==> config.mk <==
export PLATFORM = sky130hd
export DESIGN_NAME = flat_field_offset_correction
export DESIGN_NICKNAME = d
export VERILOG_FILES = /design/src/logic/ffc_pkg.sv /design/src/logic/flat_field_offset_correction.sv
export SDC_FILE = /design/constraint.sdc
export NUM_CORES = 2
export LEC_CHECK = 0
export BUFFER_PORTS_ARGS = -buffer_cell sky130_fd_sc_hd__buf_2
export CAP_MARGIN = 25
export CORE_ASPECT_RATIO = 1.1
export CORE_MARGIN = 3
export CORE_UTILIZATION = 50
export DETAILED_ROUTE_END_ITERATION = 10
export PLACE_DENSITY = 0.66
export SETUP_SLACK_MARGIN = 0.15
export SYNTH_ARGS = -nofsm -noshare
export SYNTH_HDL_FRONTEND = slang
export SYNTH_SLANG_ARGS = --single-unit
==> constraint.sdc <==
create_clock -name core_clk -period 60.2 [get_ports core_clk]
set_input_delay 3.01 -clock core_clk [delete_from_list [all_inputs] [get_ports core_clk]]
set_output_delay 3.01 -clock core_clk [all_outputs]
set_load 0.005 [all_outputs]
==> src/logic/ffc_pkg.sv <==
`default_nettype none
package ffc_pkg;
  localparam int NPIX = 64;
  localparam int NTAP = 2;
  localparam int IDXW = 6;
  localparam int PIXW = 12;
  localparam int FIFO_DEPTH = 4;
  // register offsets
  localparam logic [7:0] REG_CTRL = 8'h00;
  localparam logic [7:0] REG_OFS_SET = 8'h04;
  localparam logic [7:0] REG_OFS_CAL = 8'h08;
  localparam logic [7:0] REG_OFS_TAP1 = 8'h0c;
  localparam logic [7:0] REG_OFS_TAP2 = 8'h10;
  localparam logic [7:0] REG_DIG_OFS = 8'h14;
  localparam logic [7:0] REG_BGND = 8'h18;
  localparam logic [7:0] REG_SYS_GAIN = 8'h1c;
  localparam logic [7:0] REG_WHITE_TGT = 8'h20;
  localparam logic [7:0] REG_STATUS = 8'h24;
  localparam logic [7:0] REG_ANA_GAIN = 8'h28;
  localparam logic [7:0] REG_GAIN_REF = 8'h2c;
  localparam logic [7:0] REG_COEF_ADDR = 8'h30;
  localparam logic [7:0] REG_DARK_COEF = 8'h34;
  localparam logic [7:0] REG_GAIN_COEF = 8'h38;
  // control bits
  localparam int CTRL_OFS_CAL = 0;
  localparam int CTRL_DARK_CAL = 1;
  localparam int CTRL_WHITE_CAL = 2;
  localparam int CTRL_GAIN_REF = 3;
  localparam int CTRL_COEF_EN = 4;
  // status bits
  localparam int ST_BUSY = 0;
  localparam int ST_OFS_WARN = 1;
  localparam int ST_FIELD_WARN = 2;
  localparam int ST_CLIP_WARN = 3;
  localparam int ST_ORDER_ERR = 4;
  localparam int ST_DARK_VALID = 5;
  // field layout of offset commands
  localparam int TAP_LSB = 8;
  // values
  localparam logic [11:0] PIX_MAX = 12'hfff;
  localparam logic [10:0] DARK_MAX = 11'h7ff;
  localparam logic [11:0] DIG_OFS_MAX = 12'h800;
  localparam logic [11:0] GAIN_UNITY = 12'h200;
  localparam int GAIN_FRAC = 9;
  localparam logic [11:0] GAIN_MAX = 12'hfff;
  localparam logic [15:0] SYS_UNITY = 16'h1000;
  localparam int SYS_FRAC = 12;
  localparam logic [11:0] FIELD_MIN = 12'h010;
  localparam logic [6:0] CLIP_LIMIT = 7'h04;
  localparam logic [7:0] OFS_MAX = 8'hff;
  localparam logic [11:0] WHITE_TGT_RST = 12'hc00;

  typedef enum logic [1:0] {
    CAL_IDLE = 2'b00,
    CAL_OFS = 2'b01,
    CAL_DARK = 2'b11,
    CAL_WHITE = 2'b10
  } cal_state_t;

  typedef struct packed {
    logic [PIXW-1:0] data;
    logic tap;
    logic last;
  } pix_t;
endpackage : ffc_pkg
`default_nettype wire

==> src/logic/flat_field_offset_correction.sv <==
// Design decisions made here: the plain strobed port and the address map.
`timescale 1ns/10ps
`default_nettype none

module px_fifo #(
  parameter int W = 12,
  parameter int D = 4
) (
  input wire logic clk,
  input wire logic rst_n,
  input wire logic inValid,
  input wire logic [W-1:0] inData,
  output logic inReady,
  output logic outValid,
  output logic [W-1:0] outData,
  input wire logic outReady
);
  localparam int CW = $clog2(D) + 1;
  logic [W-1:0] mem_q [D];
  logic [CW-1:0] count_q;
  logic [CW-1:0] count_d;
  logic inReady_q;
  logic outValid_q;
  wire push = inValid && inReady_q;
  wire pop = outValid_q && outReady;
  assign count_d = count_q + CW'(push) - CW'(pop);
  assign inReady = inReady_q;
  assign outValid = outValid_q;
  assign outData = mem_q[0];

  always_ff @(posedge clk or negedge rst_n)
  begin
    if (!rst_n)
    begin
      count_q <= '0;
      inReady_q <= 1'b1;
      outValid_q <= 1'b0;
    end
    else
    begin
      count_q <= count_d;
      inReady_q <= (count_d < CW'(D));
      outValid_q <= (count_d != '0);
    end
  end

  for (genvar i = 0; i < D; i++)
  begin : g_entry
    wire logic [W-1:0] nextUp;
    if (i < D - 1)
    begin : g_up
      assign nextUp = mem_q[i+1];
    end
    else
    begin : g_top
      assign nextUp = mem_q[i];
    end
    always_ff @(posedge clk or negedge rst_n)
    begin
      if (!rst_n)
        mem_q[i] <= '0;
      else if (pop)
        mem_q[i] <= (push && count_q == CW'(i + 1)) ? inData : nextUp;
      else if (push && count_q == CW'(i))
        mem_q[i] <= inData;
    end
  end
endmodule : px_fifo

// How it works
// - offset tap 0 means all, 1 or 2 one, 3 none
// - manual analog offset 0 to 255 applied
// - offset registers read back values in force
// - offset calibration steps toward tap average target
// - calibration target 1 to 255, same taps
// - unreachable low target raises warning flag
// - gain reference update copies present analog gains
// - out = ((in-dark-ofs)*gain - bg) * sysgain
// - dark run stores per pixel dark coefficient
// - white run computes per pixel gain multiplier
// - white run refused until dark done
// - dim field pixels raise field warning
// - gain coefficient clipped at eight to one
// - clipped share of row raises warning
// - dark run clears digital offset
// - white run forces bg 0, unity, coef off
module flat_field_offset_correction
  import ffc_pkg::*;
(
  input wire logic core_clk,
  input wire logic rst_n,
  input wire logic [7:0] regAddr,
  input wire logic [31:0] regWdata,
  input wire logic regWr,
  input wire logic regRd,
  output logic [31:0] regRdata,
  input wire ffc_pkg::pix_t pixIn,
  input wire logic pixValid,
  output logic pixReady,
  output logic [ffc_pkg::PIXW-1:0] pixOut,
  output logic outValid,
  input wire logic outReady,
  output logic [1:0][7:0] anaOffset,
  output logic [1:0][7:0] gainRef
);
  import ffc_pkg::*;

  cal_state_t state_q;
  logic [10:0] darkMem_q [NPIX];
  logic [11:0] gainMem_q [NPIX];
  logic [IDXW-1:0] pixIdx_q;
  logic [IDXW-1:0] coefAddr_q;
  logic [11:0] digOfs_q;
  logic [11:0] bgnd_q;
  logic [15:0] sysGain_q;
  logic [11:0] whiteTgt_q;
  logic coefEn_q;
  logic [1:0] calSel_q;
  logic [7:0] calTgt_q;
  logic [1:0] tapDone_q;
  logic inLine_q;
  logic [6:0] clipCnt_q;
  logic ofsWarn_q, fieldWarn_q, clipWarn_q, orderErr_q, darkValid_q;
  logic [1:0][7:0] anaGain_q;
  logic [31:0] regRdata_q;
  logic [1:0] tapOfsWarn;

  // register decode
  wire wrCtrl = regWr && regAddr == REG_CTRL;
  wire wrOfsSet = regWr && regAddr == REG_OFS_SET;
  wire wrStatus = regWr && regAddr == REG_STATUS;
  wire [1:0] wTap = regWdata[TAP_LSB+1:TAP_LSB];
  wire [1:0] setSel = (wTap == 2'd0) ? 2'b11 : (wTap == 2'd1) ? 2'b01 :
                      (wTap == 2'd2) ? 2'b10 : 2'b00;
  wire idle = state_q == CAL_IDLE;
  wire startOfs = regWr && regAddr == REG_OFS_CAL && idle && regWdata[7:0] != 8'h00
                  && setSel != 2'b00;
  wire startDark = wrCtrl && regWdata[CTRL_DARK_CAL] && idle;
  wire startWhite = wrCtrl && regWdata[CTRL_WHITE_CAL] && idle && darkValid_q;
  wire whiteRefuse = wrCtrl && regWdata[CTRL_WHITE_CAL] && idle && !darkValid_q;

  // pixel accept and line position
  wire accept = pixValid && pixReady;
  wire active = !idle && (inLine_q || pixIdx_q == '0);
  wire lineEnd = accept && active && pixIn.last;
  wire tap = pixIn.tap;

  // datapath
  wire coefUse = coefEn_q && state_q != CAL_WHITE;
  wire [10:0] darkUse = coefUse ? darkMem_q[pixIdx_q] : 11'h000;
  wire [11:0] gainUse = coefUse ? gainMem_q[pixIdx_q] : GAIN_UNITY;
  wire [11:0] bgEff = (state_q == CAL_WHITE) ? 12'h000 : bgnd_q;
  wire [15:0] sysEff = (state_q == CAL_WHITE) ? SYS_UNITY : sysGain_q;
  wire signed [14:0] diff1 = $signed({3'b000, pixIn.data}) - $signed({4'h0, darkUse})
                             - $signed({3'b000, digOfs_q});
  wire [11:0] stage1 = diff1[14] ? 12'h000 : (diff1 > 15'sd4095 ? PIX_MAX : diff1[11:0]);
  wire [23:0] prod2 = stage1 * gainUse;
  wire [14:0] shr2 = prod2[23:GAIN_FRAC];
  wire [11:0] stage2 = (shr2 > 15'(PIX_MAX)) ? PIX_MAX : shr2[11:0];
  wire [11:0] stage3 = (stage2 > bgEff) ? stage2 - bgEff : 12'h000;
  wire [27:0] prod4 = stage3 * sysEff;
  wire [15:0] shr4 = prod4[27:SYS_FRAC];
  wire [11:0] corrected = (shr4 > 16'(PIX_MAX)) ? PIX_MAX : shr4[11:0];

  // white calibration arithmetic
  wire [11:0] darkNow = {1'b0, darkMem_q[pixIdx_q]};
  wire [11:0] litLevel = (pixIn.data > darkNow) ? pixIn.data - darkNow : 12'h000;
  wire [20:0] quot = (litLevel == 12'h000) ? 21'h1fffff
                     : ({whiteTgt_q, 9'h000} / {9'h000, litLevel});
  wire coefClip = quot > 21'(GAIN_MAX);
  wire [11:0] whiteCoef = coefClip ? GAIN_MAX : quot[11:0];
  wire [10:0] darkCap = (pixIn.data > 12'(DARK_MAX)) ? DARK_MAX : pixIn.data[10:0];
  wire [6:0] clipNext = clipCnt_q + 7'(coefClip);

  px_fifo #(.W(PIXW), .D(FIFO_DEPTH)) u_fifo (
    .clk(core_clk),
    .rst_n(rst_n),
    .inValid(pixValid),
    .inData(corrected),
    .inReady(pixReady),
    .outValid(outValid),
    .outData(pixOut),
    .outReady(outReady)
  );

  // per tap offset, calibration and gain reference
  for (genvar t = 0; t < NTAP; t++)
  begin : g_tap
    logic [17:0] sum_q;
    logic [5:0] cnt_q;
    logic [7:0] ofs_q;
    wire hit = accept && active && state_q == CAL_OFS && tap == 1'(t);
    wire [17:0] sumAll = sum_q + (hit ? 18'(pixIn.data) : 18'h0);
    wire [5:0] cntAll = cnt_q + 6'(hit);
    wire [17:0] avg = (cntAll == '0) ? 18'h0 : sumAll / {12'h000, cntAll};
    wire stepHere = lineEnd && state_q == CAL_OFS && calSel_q[t] && !tapDone_q[t];
    wire over = avg > 18'(calTgt_q);
    wire under = avg < 18'(calTgt_q);
    assign tapOfsWarn[t] = stepHere && over && ofs_q == 8'h00;
    always_ff @(posedge core_clk or negedge rst_n)
    begin
      if (!rst_n)
      begin
        sum_q <= '0;
        cnt_q <= '0;
        ofs_q <= '0;
        tapDone_q[t] <= 1'b1;
        gainRef[t] <= '0;
      end
      else
      begin
        sum_q <= lineEnd || idle ? 18'h0 : sumAll;
        cnt_q <= lineEnd || idle ? 6'h0 : cntAll;
        if (wrOfsSet && idle && setSel[t])
          ofs_q <= regWdata[7:0];
        else if (stepHere && over && ofs_q != 8'h00)
          ofs_q <= ofs_q - 8'h01;
        else if (stepHere && under && ofs_q != OFS_MAX)
          ofs_q <= ofs_q + 8'h01;
        if (startOfs)
          tapDone_q[t] <= !setSel[t];
        else if (stepHere && (!(over || under) || tapOfsWarn[t] || (under && ofs_q == OFS_MAX)))
          tapDone_q[t] <= 1'b1;
        if (wrCtrl && regWdata[CTRL_GAIN_REF])
          gainRef[t] <= anaGain_q[t];
      end
    end
    assign anaOffset[t] = ofs_q;
  end

  // coefficient memories
  always_ff @(posedge core_clk)
  begin
    if (accept && active && state_q == CAL_DARK)
      darkMem_q[pixIdx_q] <= darkCap;
    else if (regWr && regAddr == REG_DARK_COEF && idle)
      darkMem_q[coefAddr_q] <= regWdata[10:0];
    if (accept && active && state_q == CAL_WHITE)
      gainMem_q[pixIdx_q] <= whiteCoef;
    else if (regWr && regAddr == REG_GAIN_COEF && idle)
      gainMem_q[coefAddr_q] <= regWdata[11:0];
  end

  // sequencing and settings
  always_ff @(posedge core_clk or negedge rst_n)
  begin
    if (!rst_n)
    begin
      state_q <= CAL_IDLE;
      pixIdx_q <= '0;
      inLine_q <= 1'b0;
      calSel_q <= '0;
      calTgt_q <= '0;
      clipCnt_q <= '0;
      coefEn_q <= 1'b0;
      coefAddr_q <= '0;
      digOfs_q <= '0;
      bgnd_q <= '0;
      sysGain_q <= SYS_UNITY;
      whiteTgt_q <= WHITE_TGT_RST;
      anaGain_q <= '0;
    end
    else
    begin
      if (accept)
        pixIdx_q <= pixIn.last ? '0 : pixIdx_q + IDXW'(1);
      inLine_q <= !idle && !lineEnd && (inLine_q || (accept && pixIdx_q == '0));
      case (state_q)
        CAL_IDLE:
        begin
          clipCnt_q <= '0;
          if (startOfs)
          begin
            state_q <= CAL_OFS;
            calSel_q <= setSel;
            calTgt_q <= regWdata[7:0];
          end
          else if (startDark)
            state_q <= CAL_DARK;
          else if (startWhite)
            state_q <= CAL_WHITE;
        end
        CAL_OFS:
          if (tapDone_q == 2'b11)
            state_q <= CAL_IDLE;
        CAL_DARK:
          if (lineEnd)
            state_q <= CAL_IDLE;
        CAL_WHITE:
        begin
          if (accept && active)
            clipCnt_q <= clipNext;
          if (lineEnd)
            state_q <= CAL_IDLE;
        end
        default:
          state_q <= CAL_IDLE;
      endcase
      if (wrCtrl)
        coefEn_q <= regWdata[CTRL_COEF_EN];
      if (regWr && regAddr == REG_COEF_ADDR)
        coefAddr_q <= regWdata[IDXW-1:0];
      if (state_q == CAL_DARK && lineEnd)
        digOfs_q <= '0;
      else if (regWr && regAddr == REG_DIG_OFS)
        digOfs_q <= (regWdata[11:0] > DIG_OFS_MAX) ? DIG_OFS_MAX : regWdata[11:0];
      if (regWr && regAddr == REG_BGND)
        bgnd_q <= regWdata[11:0];
      if (regWr && regAddr == REG_SYS_GAIN)
        sysGain_q <= regWdata[15:0];
      if (regWr && regAddr == REG_WHITE_TGT)
        whiteTgt_q <= regWdata[11:0];
      if (regWr && regAddr == REG_ANA_GAIN)
        anaGain_q <= regWdata[15:0];
    end
  end

  // sticky status, set wins over clear
  always_ff @(posedge core_clk or negedge rst_n)
  begin
    if (!rst_n)
    begin
      ofsWarn_q <= 1'b0;
      fieldWarn_q <= 1'b0;
      clipWarn_q <= 1'b0;
      orderErr_q <= 1'b0;
      darkValid_q <= 1'b0;
    end
    else
    begin
      ofsWarn_q <= (tapOfsWarn != 2'b00)
                   || (ofsWarn_q && !(wrStatus && regWdata[ST_OFS_WARN]));
      fieldWarn_q <= (state_q == CAL_WHITE && accept && active && litLevel < FIELD_MIN)
                     || (fieldWarn_q && !(wrStatus && regWdata[ST_FIELD_WARN]));
      clipWarn_q <= (state_q == CAL_WHITE && lineEnd && clipNext >= CLIP_LIMIT)
                    || (clipWarn_q && !(wrStatus && regWdata[ST_CLIP_WARN]));
      orderErr_q <= whiteRefuse
                    || (orderErr_q && !(wrStatus && regWdata[ST_ORDER_ERR]));
      if (state_q == CAL_DARK && lineEnd)
        darkValid_q <= 1'b1;
    end
  end

  // read back
  wire [31:0] statusWord = {26'h0, darkValid_q, orderErr_q, clipWarn_q, fieldWarn_q,
                            ofsWarn_q, !idle};
  logic [31:0] rdMux;
  always_comb
  begin
    if (regAddr == REG_CTRL)
      rdMux = {27'h0, coefEn_q, 4'h0};
    else if (regAddr == REG_OFS_TAP1)
      rdMux = {24'h0, anaOffset[0]};
    else if (regAddr == REG_OFS_TAP2)
      rdMux = {24'h0, anaOffset[1]};
    else if (regAddr == REG_OFS_CAL)
      rdMux = {22'h0, calSel_q, calTgt_q};
    else if (regAddr == REG_DIG_OFS)
      rdMux = {20'h0, digOfs_q};
    else if (regAddr == REG_BGND)
      rdMux = {20'h0, bgnd_q};
    else if (regAddr == REG_SYS_GAIN)
      rdMux = {16'h0, sysGain_q};
    else if (regAddr == REG_WHITE_TGT)
      rdMux = {20'h0, whiteTgt_q};
    else if (regAddr == REG_STATUS)
      rdMux = statusWord;
    else if (regAddr == REG_ANA_GAIN)
      rdMux = {16'h0, anaGain_q};
    else if (regAddr == REG_GAIN_REF)
      rdMux = {16'h0, gainRef};
    else if (regAddr == REG_COEF_ADDR)
      rdMux = {26'h0, coefAddr_q};
    else if (regAddr == REG_DARK_COEF)
      rdMux = {21'h0, darkMem_q[coefAddr_q]};
    else if (regAddr == REG_GAIN_COEF)
      rdMux = {20'h0, gainMem_q[coefAddr_q]};
    else
      rdMux = 32'h0;
  end

  always_ff @(posedge core_clk or negedge rst_n)
  begin
    if (!rst_n)
      regRdata_q <= '0;
    else
      regRdata_q <= regRd ? rdMux : 32'h0;
  end
  assign regRdata = regRdata_q;

  a_ofs_all_taps: assert property (@(posedge core_clk) disable iff (!rst_n)
    wrOfsSet && idle && wTap == 2'd0 |=> anaOffset[0] == anaOffset[1])
    else $error("tap 0 did not set both offsets");
  a_ofs_one_tap: assert property (@(posedge core_clk) disable iff (!rst_n)
    wrOfsSet && idle && wTap == 2'd2 |=> anaOffset[1] == $past(regWdata[7:0])
      && $stable(anaOffset[0]))
    else $error("single tap offset wrong");
  a_ofs_query: assert property (@(posedge core_clk) disable iff (!rst_n)
    regRd && regAddr == REG_OFS_TAP1 |=> regRdata == {24'h0, $past(anaOffset[0])})
    else $error("offset query wrong");
  a_cal_zero_tgt: assert property (@(posedge core_clk) disable iff (!rst_n)
    regWr && regAddr == REG_OFS_CAL && idle && regWdata[7:0] == 8'h00 |=> state_q == CAL_IDLE)
    else $error("target 0 started calibration");
  a_gain_ref_copy: assert property (@(posedge core_clk) disable iff (!rst_n)
    wrCtrl && regWdata[CTRL_GAIN_REF] |=> gainRef == $past(anaGain_q))
    else $error("gain reference not copied");
  a_white_order: assert property (@(posedge core_clk) disable iff (!rst_n)
    whiteRefuse |=> state_q == CAL_IDLE && orderErr_q)
    else $error("white run without dark data");
  a_dark_ofs_clear: assert property (@(posedge core_clk) disable iff (!rst_n)
    state_q == CAL_DARK && lineEnd |=> digOfs_q == 12'h000 && state_q == CAL_IDLE)
    else $error("digital offset not cleared");
  a_white_unity: assert property (@(posedge core_clk) disable iff (!rst_n)
    state_q == CAL_WHITE && accept && digOfs_q == 12'h000 |-> corrected == pixIn.data)
    else $error("white run settings not forced");
  a_floor_zero: assert property (@(posedge core_clk) disable iff (!rst_n)
    accept && pixIn.data <= digOfs_q |-> corrected == 12'h000)
    else $error("dark pixel did not floor at zero");
  a_coef_clip: assert property (@(posedge core_clk) disable iff (!rst_n)
    accept && active && state_q == CAL_WHITE
      && {3'b000, whiteTgt_q, 9'h000} >= {litLevel, 12'h000} |-> whiteCoef == GAIN_MAX)
    else $error("gain coefficient not clipped");
endmodule : flat_field_offset_correction

`default_nettype wire

Word-level counts from Yosys, hierarchy flattened

Memory sizes are Yosys's and may differ from the RTL's.
Cells that the tools add are included.
Widths: inputs -> output; s select.

Register bits: 273
Memory bits (writable): 1,472
Word-level logic and storage cells: 330
Memories: 2

Memory list:

| memory    | depth | width | read ports | clocked after Yosys merged registers in | write ports | RTL line                            | text |
|---|---|---|---|---|---|---|---|
| gainMem_q | 64    | 12    | 2          | 0                                       | 1           | flat_field_offset_correction.sv:110 | `logic [11:0] gainMem_q [NPIX];` |
| darkMem_q | 64    | 11    | 2          | 0                                       | 1           | flat_field_offset_correction.sv:109 | `logic [10:0] darkMem_q [NPIX];` |

$add $sub $neg: 16
Multipliers: 2
Divide/modulo/power cells: 3
Magnitude comparators: 15
Equal/unequal tests: 34
Mux-type cells: 86
Bitwise operators: 1
Reductions and logical operators: 134

Operators with widths:

| kind                 | count |
|---|---|
| $mux 12              | 27 |
| $mux 16              | 12 |
| $logic_and 1x1->1    | 79 |
| $mux 18              | 4 |
| $eq 8x6->1 const B   | 7 |
| $mux 8               | 6 |
| $add 18x12->18       | 2 |
| $div 18x6->18        | 2 |
| $gt 18x8->1          | 2 |
| $lt 18x8->1          | 2 |
| $mux 11              | 3 |
| $eq 8x5->1 const B   | 4 |
| $mux 32              | 1 |
| $mux 6               | 5 |
| $mul 12x16->28       | 1 |
| $logic_not 8->1      | 3 |
| $mul 12x12->24       | 1 |
| $reduce_bool 8->1    | 3 |
| $div 21x12->21       | 1 |
| $gt 21x12->1 const B | 1 |
| $mux 21              | 1 |
| $logic_not 6->1      | 3 |
| $add 8x1->8 const B  | 2 |
| $eq 8x4->1 const B   | 2 |
| other kinds (49)     | 117 |

Longest topological paths before layout

Word-level depth: 18
Mapped depth: 274

Modules after synthesis

A second synthesis with hierarchy kept.

Cell total of the unflattened synthesis: 9,355
Area total of the unflattened synthesis: 118,621.3 µm²

By module, submodules not included:

| module                       | times used | cells an instance | area an instance (µm²) |
|---|---|---|---|
| flat_field_offset_correction | 1          | 9,073             | 115,683.4 |
| px_fifo                      | 1          | 282               | 2,937.8 |

Worst setup path after synthesis

Ideal clock, no wire load.

Kind: register to register
Start: reg pixIdx_q[0]
End: mem gainMem_q[0][0] (data pin)
Data arrival time: 53.495 ns
Data required time: 59.651 ns
Slack: 6.157 ns
Cell stages (with the launch flop): 262
Buffers on the path: 29
Path through: dfrtp_1 -> clkbuf_1 -> buf_1 -> clkbuf_1 -> clkbuf_1 -> clkbuf_1 -> buf_1 -> clkbuf_1 -> buf_1 -> mux4_2 -> mux4_2 -> mux4_2 -> inv_1 -> ha_1 -> a21o_1 -> a21oi_1 -> o21ai_0 -> a31o_2 -> (+226 left out) -> a21o_1 -> a21o_1 -> nor3_1 -> a21oi_1 -> or4_4 -> buf_6 -> mux2_2 -> ha_1 -> nand3_1 -> o31a_1 -> o21ai_0 -> a21oi_1 -> nor2b_1 -> o21ai_0 -> nand4_1 -> or3_1 -> a221oi_1 -> a21oi_1

Longest elaborated chain between the ends: 9
Elaborated cells on any way between the ends: 18
Those cells by class: add/sub: 1; div: 1; order compare: 2; mux: 6; reduce/logical: 7; memory: 1

RTL lines:

| item                                                                   | RTL line                            | text |
|---|---|---|
| start, declared                                                        | flat_field_offset_correction.sv:111 | `logic [IDXW-1:0] pixIdx_q;` |
| start signal, assigned                                                 | flat_field_offset_correction.sv:266 | `pixIdx_q <= pixIn.last ? '0 : pixIdx_q + IDXW'(1);` |
| parallel branches: the longest is 8 deep, another holds $div 21x12->21 | n/a                                 |  |
| $mux 12 (no line) *                                                    | n/a                                 |  |
| end, declared                                                          | flat_field_offset_correction.sv:110 |  |

Mark *: on every way between the ends.

Final worst setup path

Start: in pixIn[2] (netlist bit)
End: mem gainMem_q[60][0] (data pin)

Longest elaborated chain between the ends: 7
Elaborated cells on any way between the ends: 9
Those cells by class: add/sub: 1; div: 1; order compare: 2; mux: 4; reduce/logical: 1

RTL lines:

| item                                               | RTL line                                                                 | text |
|---|---|---|
| start, declared                                    | flat_field_offset_correction.sv:97                                       | `input wire ffc_pkg::pix_t pixIn,` |
| $sub 12x11->12 or $gt 12x11->1 (tied branches)     | flat_field_offset_correction.sv:167                                      | `wire [11:0] litLevel = (pixIn.data > darkNow) ? pixIn.data - darkNow : 12'h000;` |
| $mux 12 *                                          | flat_field_offset_correction.sv:167                                      |  |
| $div 21x12->21 or $logic_not 12->1 (tied branches) | flat_field_offset_correction.sv:169, flat_field_offset_correction.sv:168 |  |
| $mux 21 *                                          | flat_field_offset_correction.sv:168                                      | `wire [20:0] quot = (litLevel == 12'h000) ? 21'h1fffff` |
| $gt 21x12->1                                       | flat_field_offset_correction.sv:170                                      | `wire coefClip = quot > 21'(GAIN_MAX);` |
| $mux 12 *                                          | flat_field_offset_correction.sv:171                                      | `wire [11:0] whiteCoef = coefClip ? GAIN_MAX : quot[11:0];` |
| $mux 12 (no line) *                                | n/a                                                                      |  |

Every way passes the cells marked *; elsewhere a longest branch is shown, timed or not.

==> impl_metrics.csv <==
group,metric,value,unit
critical_path,critPathMaxFanout,64,
cells_and_area,final_core_util,55.25,%
critical_path,required,60700,ps
cells_and_area,drive_above_1_share,21.56,%
critical_path,cp_num_buf_inv,13,
route,post_drt_wl_per_cell,27.98,um
synth,synth_top_family_by_area,"multiplexers",
sta,fin_skew,97.24,ps
global_route,gr-total-overflow,0,
clocking,cts-buffers-inserted,174,
synth,synthMuxAreaShare,20.66,%
clocking,clk_latency,870,ps
sta,tightestPinTransition,1094,ps
synth,synth-edff-count,1472,
route,vias_per_cell,6.593,
place,gp_congestion,0.9490,
route,drt_iter0_drc,8684,
sta,fmax,17.81,MHz
clocking,cts_root_buffer,"clkbuf_16",
critical_path,r2r_end,"gainMem_q[60][0]$_DFFE_PP_",
place,port_buffers,105,
global_route,grt.total_usage,29.04,%
sta,rsz0062_at_grt,"no",
clocking,clock-sinks,1729,
clocking,postCtsHoldBufs,0,
synth,synth_area_leaders,"edfxtp_1 38%, mux4_2 19%, ha_1 6.4%",
clocking,cts_tree,"done",
die,die-area,240000,um^2
die,die_height,513.6,um
clocking,cts_buffer_depth,3,
synth,synth_compound_area_share,10.33,%
job,cap_violations,0,
route,detail_route.first_pass.iterations,6,
synth,netlist_instances,9217,
critical_path,max_stage_delay,710,ps
critical_path,cp-start-kind,"primary input",
global_route,grt_pass1_vias,82730,
synth,ys_seq_area_share,43.25,%
synth,syn-cell-area,117100,um^2
die,io_pins,138,
synth,synth-simple-area-share,10.08,%
synth,synthFlopType,"edfxtp_1",
global_route,antenna_found_initial,41,
critical_path,crit_start,"pixIn[2]",
clocking,h-tree-depth,4,
critical_path,crit_slowest_cell,"o31ai_1",
critical_path,crit_family,"compound AO/OA/AOI/OAI gates",
sta,finalCritPeriodShare,93.27,%
critical_path,crit_path_end,"gainMem_q[60][0]$_DFFE_PP_",
synth,synth_fa_ha_area_share,10.61,%
synth,yosysUniqueCellTypes,137,
clocking,cts.clk_slew.worst_paths,60,ps
global_route,grt_first_pass_wirelength,524.4,mm
route,dr_total_vias,82500,
sta,period_needed,56150,ps
synth,synth_xor_area_share,1.891,%
critical_path,timing.rr.start,"pixIdx_q[1]$_DFFE_PN0P_",
sta,slew_violations,0,
synth,syn_area_per_cell,12.70,um^2
critical_path,endpoint_kind,"flop",
synth,yosys.area.top_type,"edfxtp_1",
synth,yosysWarnings,0,
cells_and_area,final_nets,10160,
place,place_hpwl,239.4,mm
route,drtAntennaViolNets,0,
die,rows,185,
status,outcome,"finished clean",
sta,setup_tns,0,ps
route,drc,0,
critical_path,cp_data_arrival_time,56640,ps
synth,synth_top_area_share,37.75,%
critical_path,path_class,"primary input to flop",
critical_path,worstRegToRegCells,250,
global_route,grt_max_degree,132,
critical_path,cp_num_cells,249,
synth,yosysMostFrequentCell,"edfxtp_1",
die,core,231900,um^2
synth,ys_seq_elements,1729,
critical_path,rrSetupSlack,4130,ps
route,totalWireLength,350.2,mm
sta,setup_viol,0,
sta,hold_viol_final,0,
synth,synth-async-reset-ratio,14.86,%
cells_and_area,syn_to_final_growth,9.430,%
worst_hold_path,min_path_type,"flop to flop",
synth,yosys-top-cells-count,"1472 x edfxtp_1, 964 x mux4_2, 720 x nor2_1",
sta,relSlewSlack,26.44,%
die,initial_utilization,50.49,%
die,die_x,467.4,um
## worst min-delay path, cell delays in order (launching register included)
cell	delay [ps]
dfrtp_1	350
nand2_1	50
o21ai_0	60
## cells in the final DEF, fill, tap and decap left out, types with 44 or more instances in the layout
cell type,instances
edfxtp_1,1472
mux4_2,964
nand2_1,695
nor2_1,640
ha_1,595
inv_1,485
a21oi_1,362
o21ai_0,326
nor3_1,262
fa_1,248
dfrtp_1,239
o21a_1,182
buf_4,179
clkbuf_16,175
mux2_2,161
xnor2_1,147
a21o_1,138
and2_1,128
nand3_1,121
nand2b_1,107
buf_2,105
xor2_1,99
nor2_2,81
o31ai_1,80
nor2b_1,72
nand4_1,64
mux2i_1,56
a31oi_1,54
a21boi_0,53
o22ai_1,51
or2_2,49
or3_1,47
and3_1,44
## cells by family (layout without fill, tap and decap cells)
kind of cell,Yosys count,count (layout)
simple gates,2480,2480
compound gates,1767,1767
flops,1729,1729
mux,1188,1188
buf+inv,956,1124
fa+ha+maj,844,844
xor+xnor,252,252
other cells,1,45
## how the worst min path moves through the flow
| stage | startpoint | end | slack [ps] | cells after the start |
|---|---|---|---|---|
| 6_report | fieldWarn_q$_DFF_PN0_ | fieldWarn_q$_DFF_PN0_ | 490 | 2 |
| 5_1_grt | orderErr_q$_DFF_PN0_ | orderErr_q$_DFF_PN0_ | 520 | 1 |
| 4_1_cts | fieldWarn_q$_DFF_PN0_ | fieldWarn_q$_DFF_PN0_ | 500 | 2 |
| 3_5_place_dp | fieldWarn_q$_DFF_PN0_ | fieldWarn_q$_DFF_PN0_ | 490 | 2 |
| 3_3_place_gp | fieldWarn_q$_DFF_PN0_ | fieldWarn_q$_DFF_PN0_ | 480 | 2 |
| 2_1_floorplan | clipWarn_q$_DFF_PN0_ | clipWarn_q$_DFF_PN0_ | 450 | 2 |
## per-stage QoR
step	hold WS [ps]	instances	setup slack, ps	instance area (um^2)
after floorplan	446.8	9232	6157	117200
after global placement	479.9	12140	2410	121700
after detailed placement	487.6	12140	1696	121800
after CTS	500.1	12460	1839	127600
after global routing	517.3	12500	98.93	128100
final	495.0	12510	4053	128100
## area by class of cell
cell class | count | area (um^2)
tap | 3085 | 3860
multi-input combinational | 6547 | 63430
clock inverter | 99 | 1169
timing repair buffer | 319 | 2520
sequential | 1729 | 50680
antenna | 29 | 72.57
fill | 18660 | 103800
inverter | 486 | 1828
clock buffer | 220 | 4587
## registers in the layout (all words and copies together) (netlist names), 8 cells and up
name                   flops
anaGain_q                 16
bgnd_q                    12
calTgt_q                   8
darkMem_q                704
digOfs_q                  12
g_tap.cnt_q               12
g_tap.ofs_q               16
g_tap.sum_q               36
gainMem_q                768
gainRef                   16
regRdata                  16
sysGain_q                 16
u_fifo.g_entry.nextUp     36
u_fifo.outData            12
whiteTgt_q                12
## routing by layer
metal  share of wire [%]  wire length, um  global-route usage [%]
met1                  37           131200                   37.65
met2                  48           167500                   47.23
met3                 9.2            32210                   5.311
met4                 5.5            19220                   14.12
met5               0.014               50                       0
## timing repair
action / in CTS / in global routing
setup endpoints to repair: 0 / 128
buffers inserted: 0 / 11
gates resized for setup: 0 / 30
Power is not shown: default switching activity piles up to over one toggle a cycle in this logic, so the estimate is an artifact.
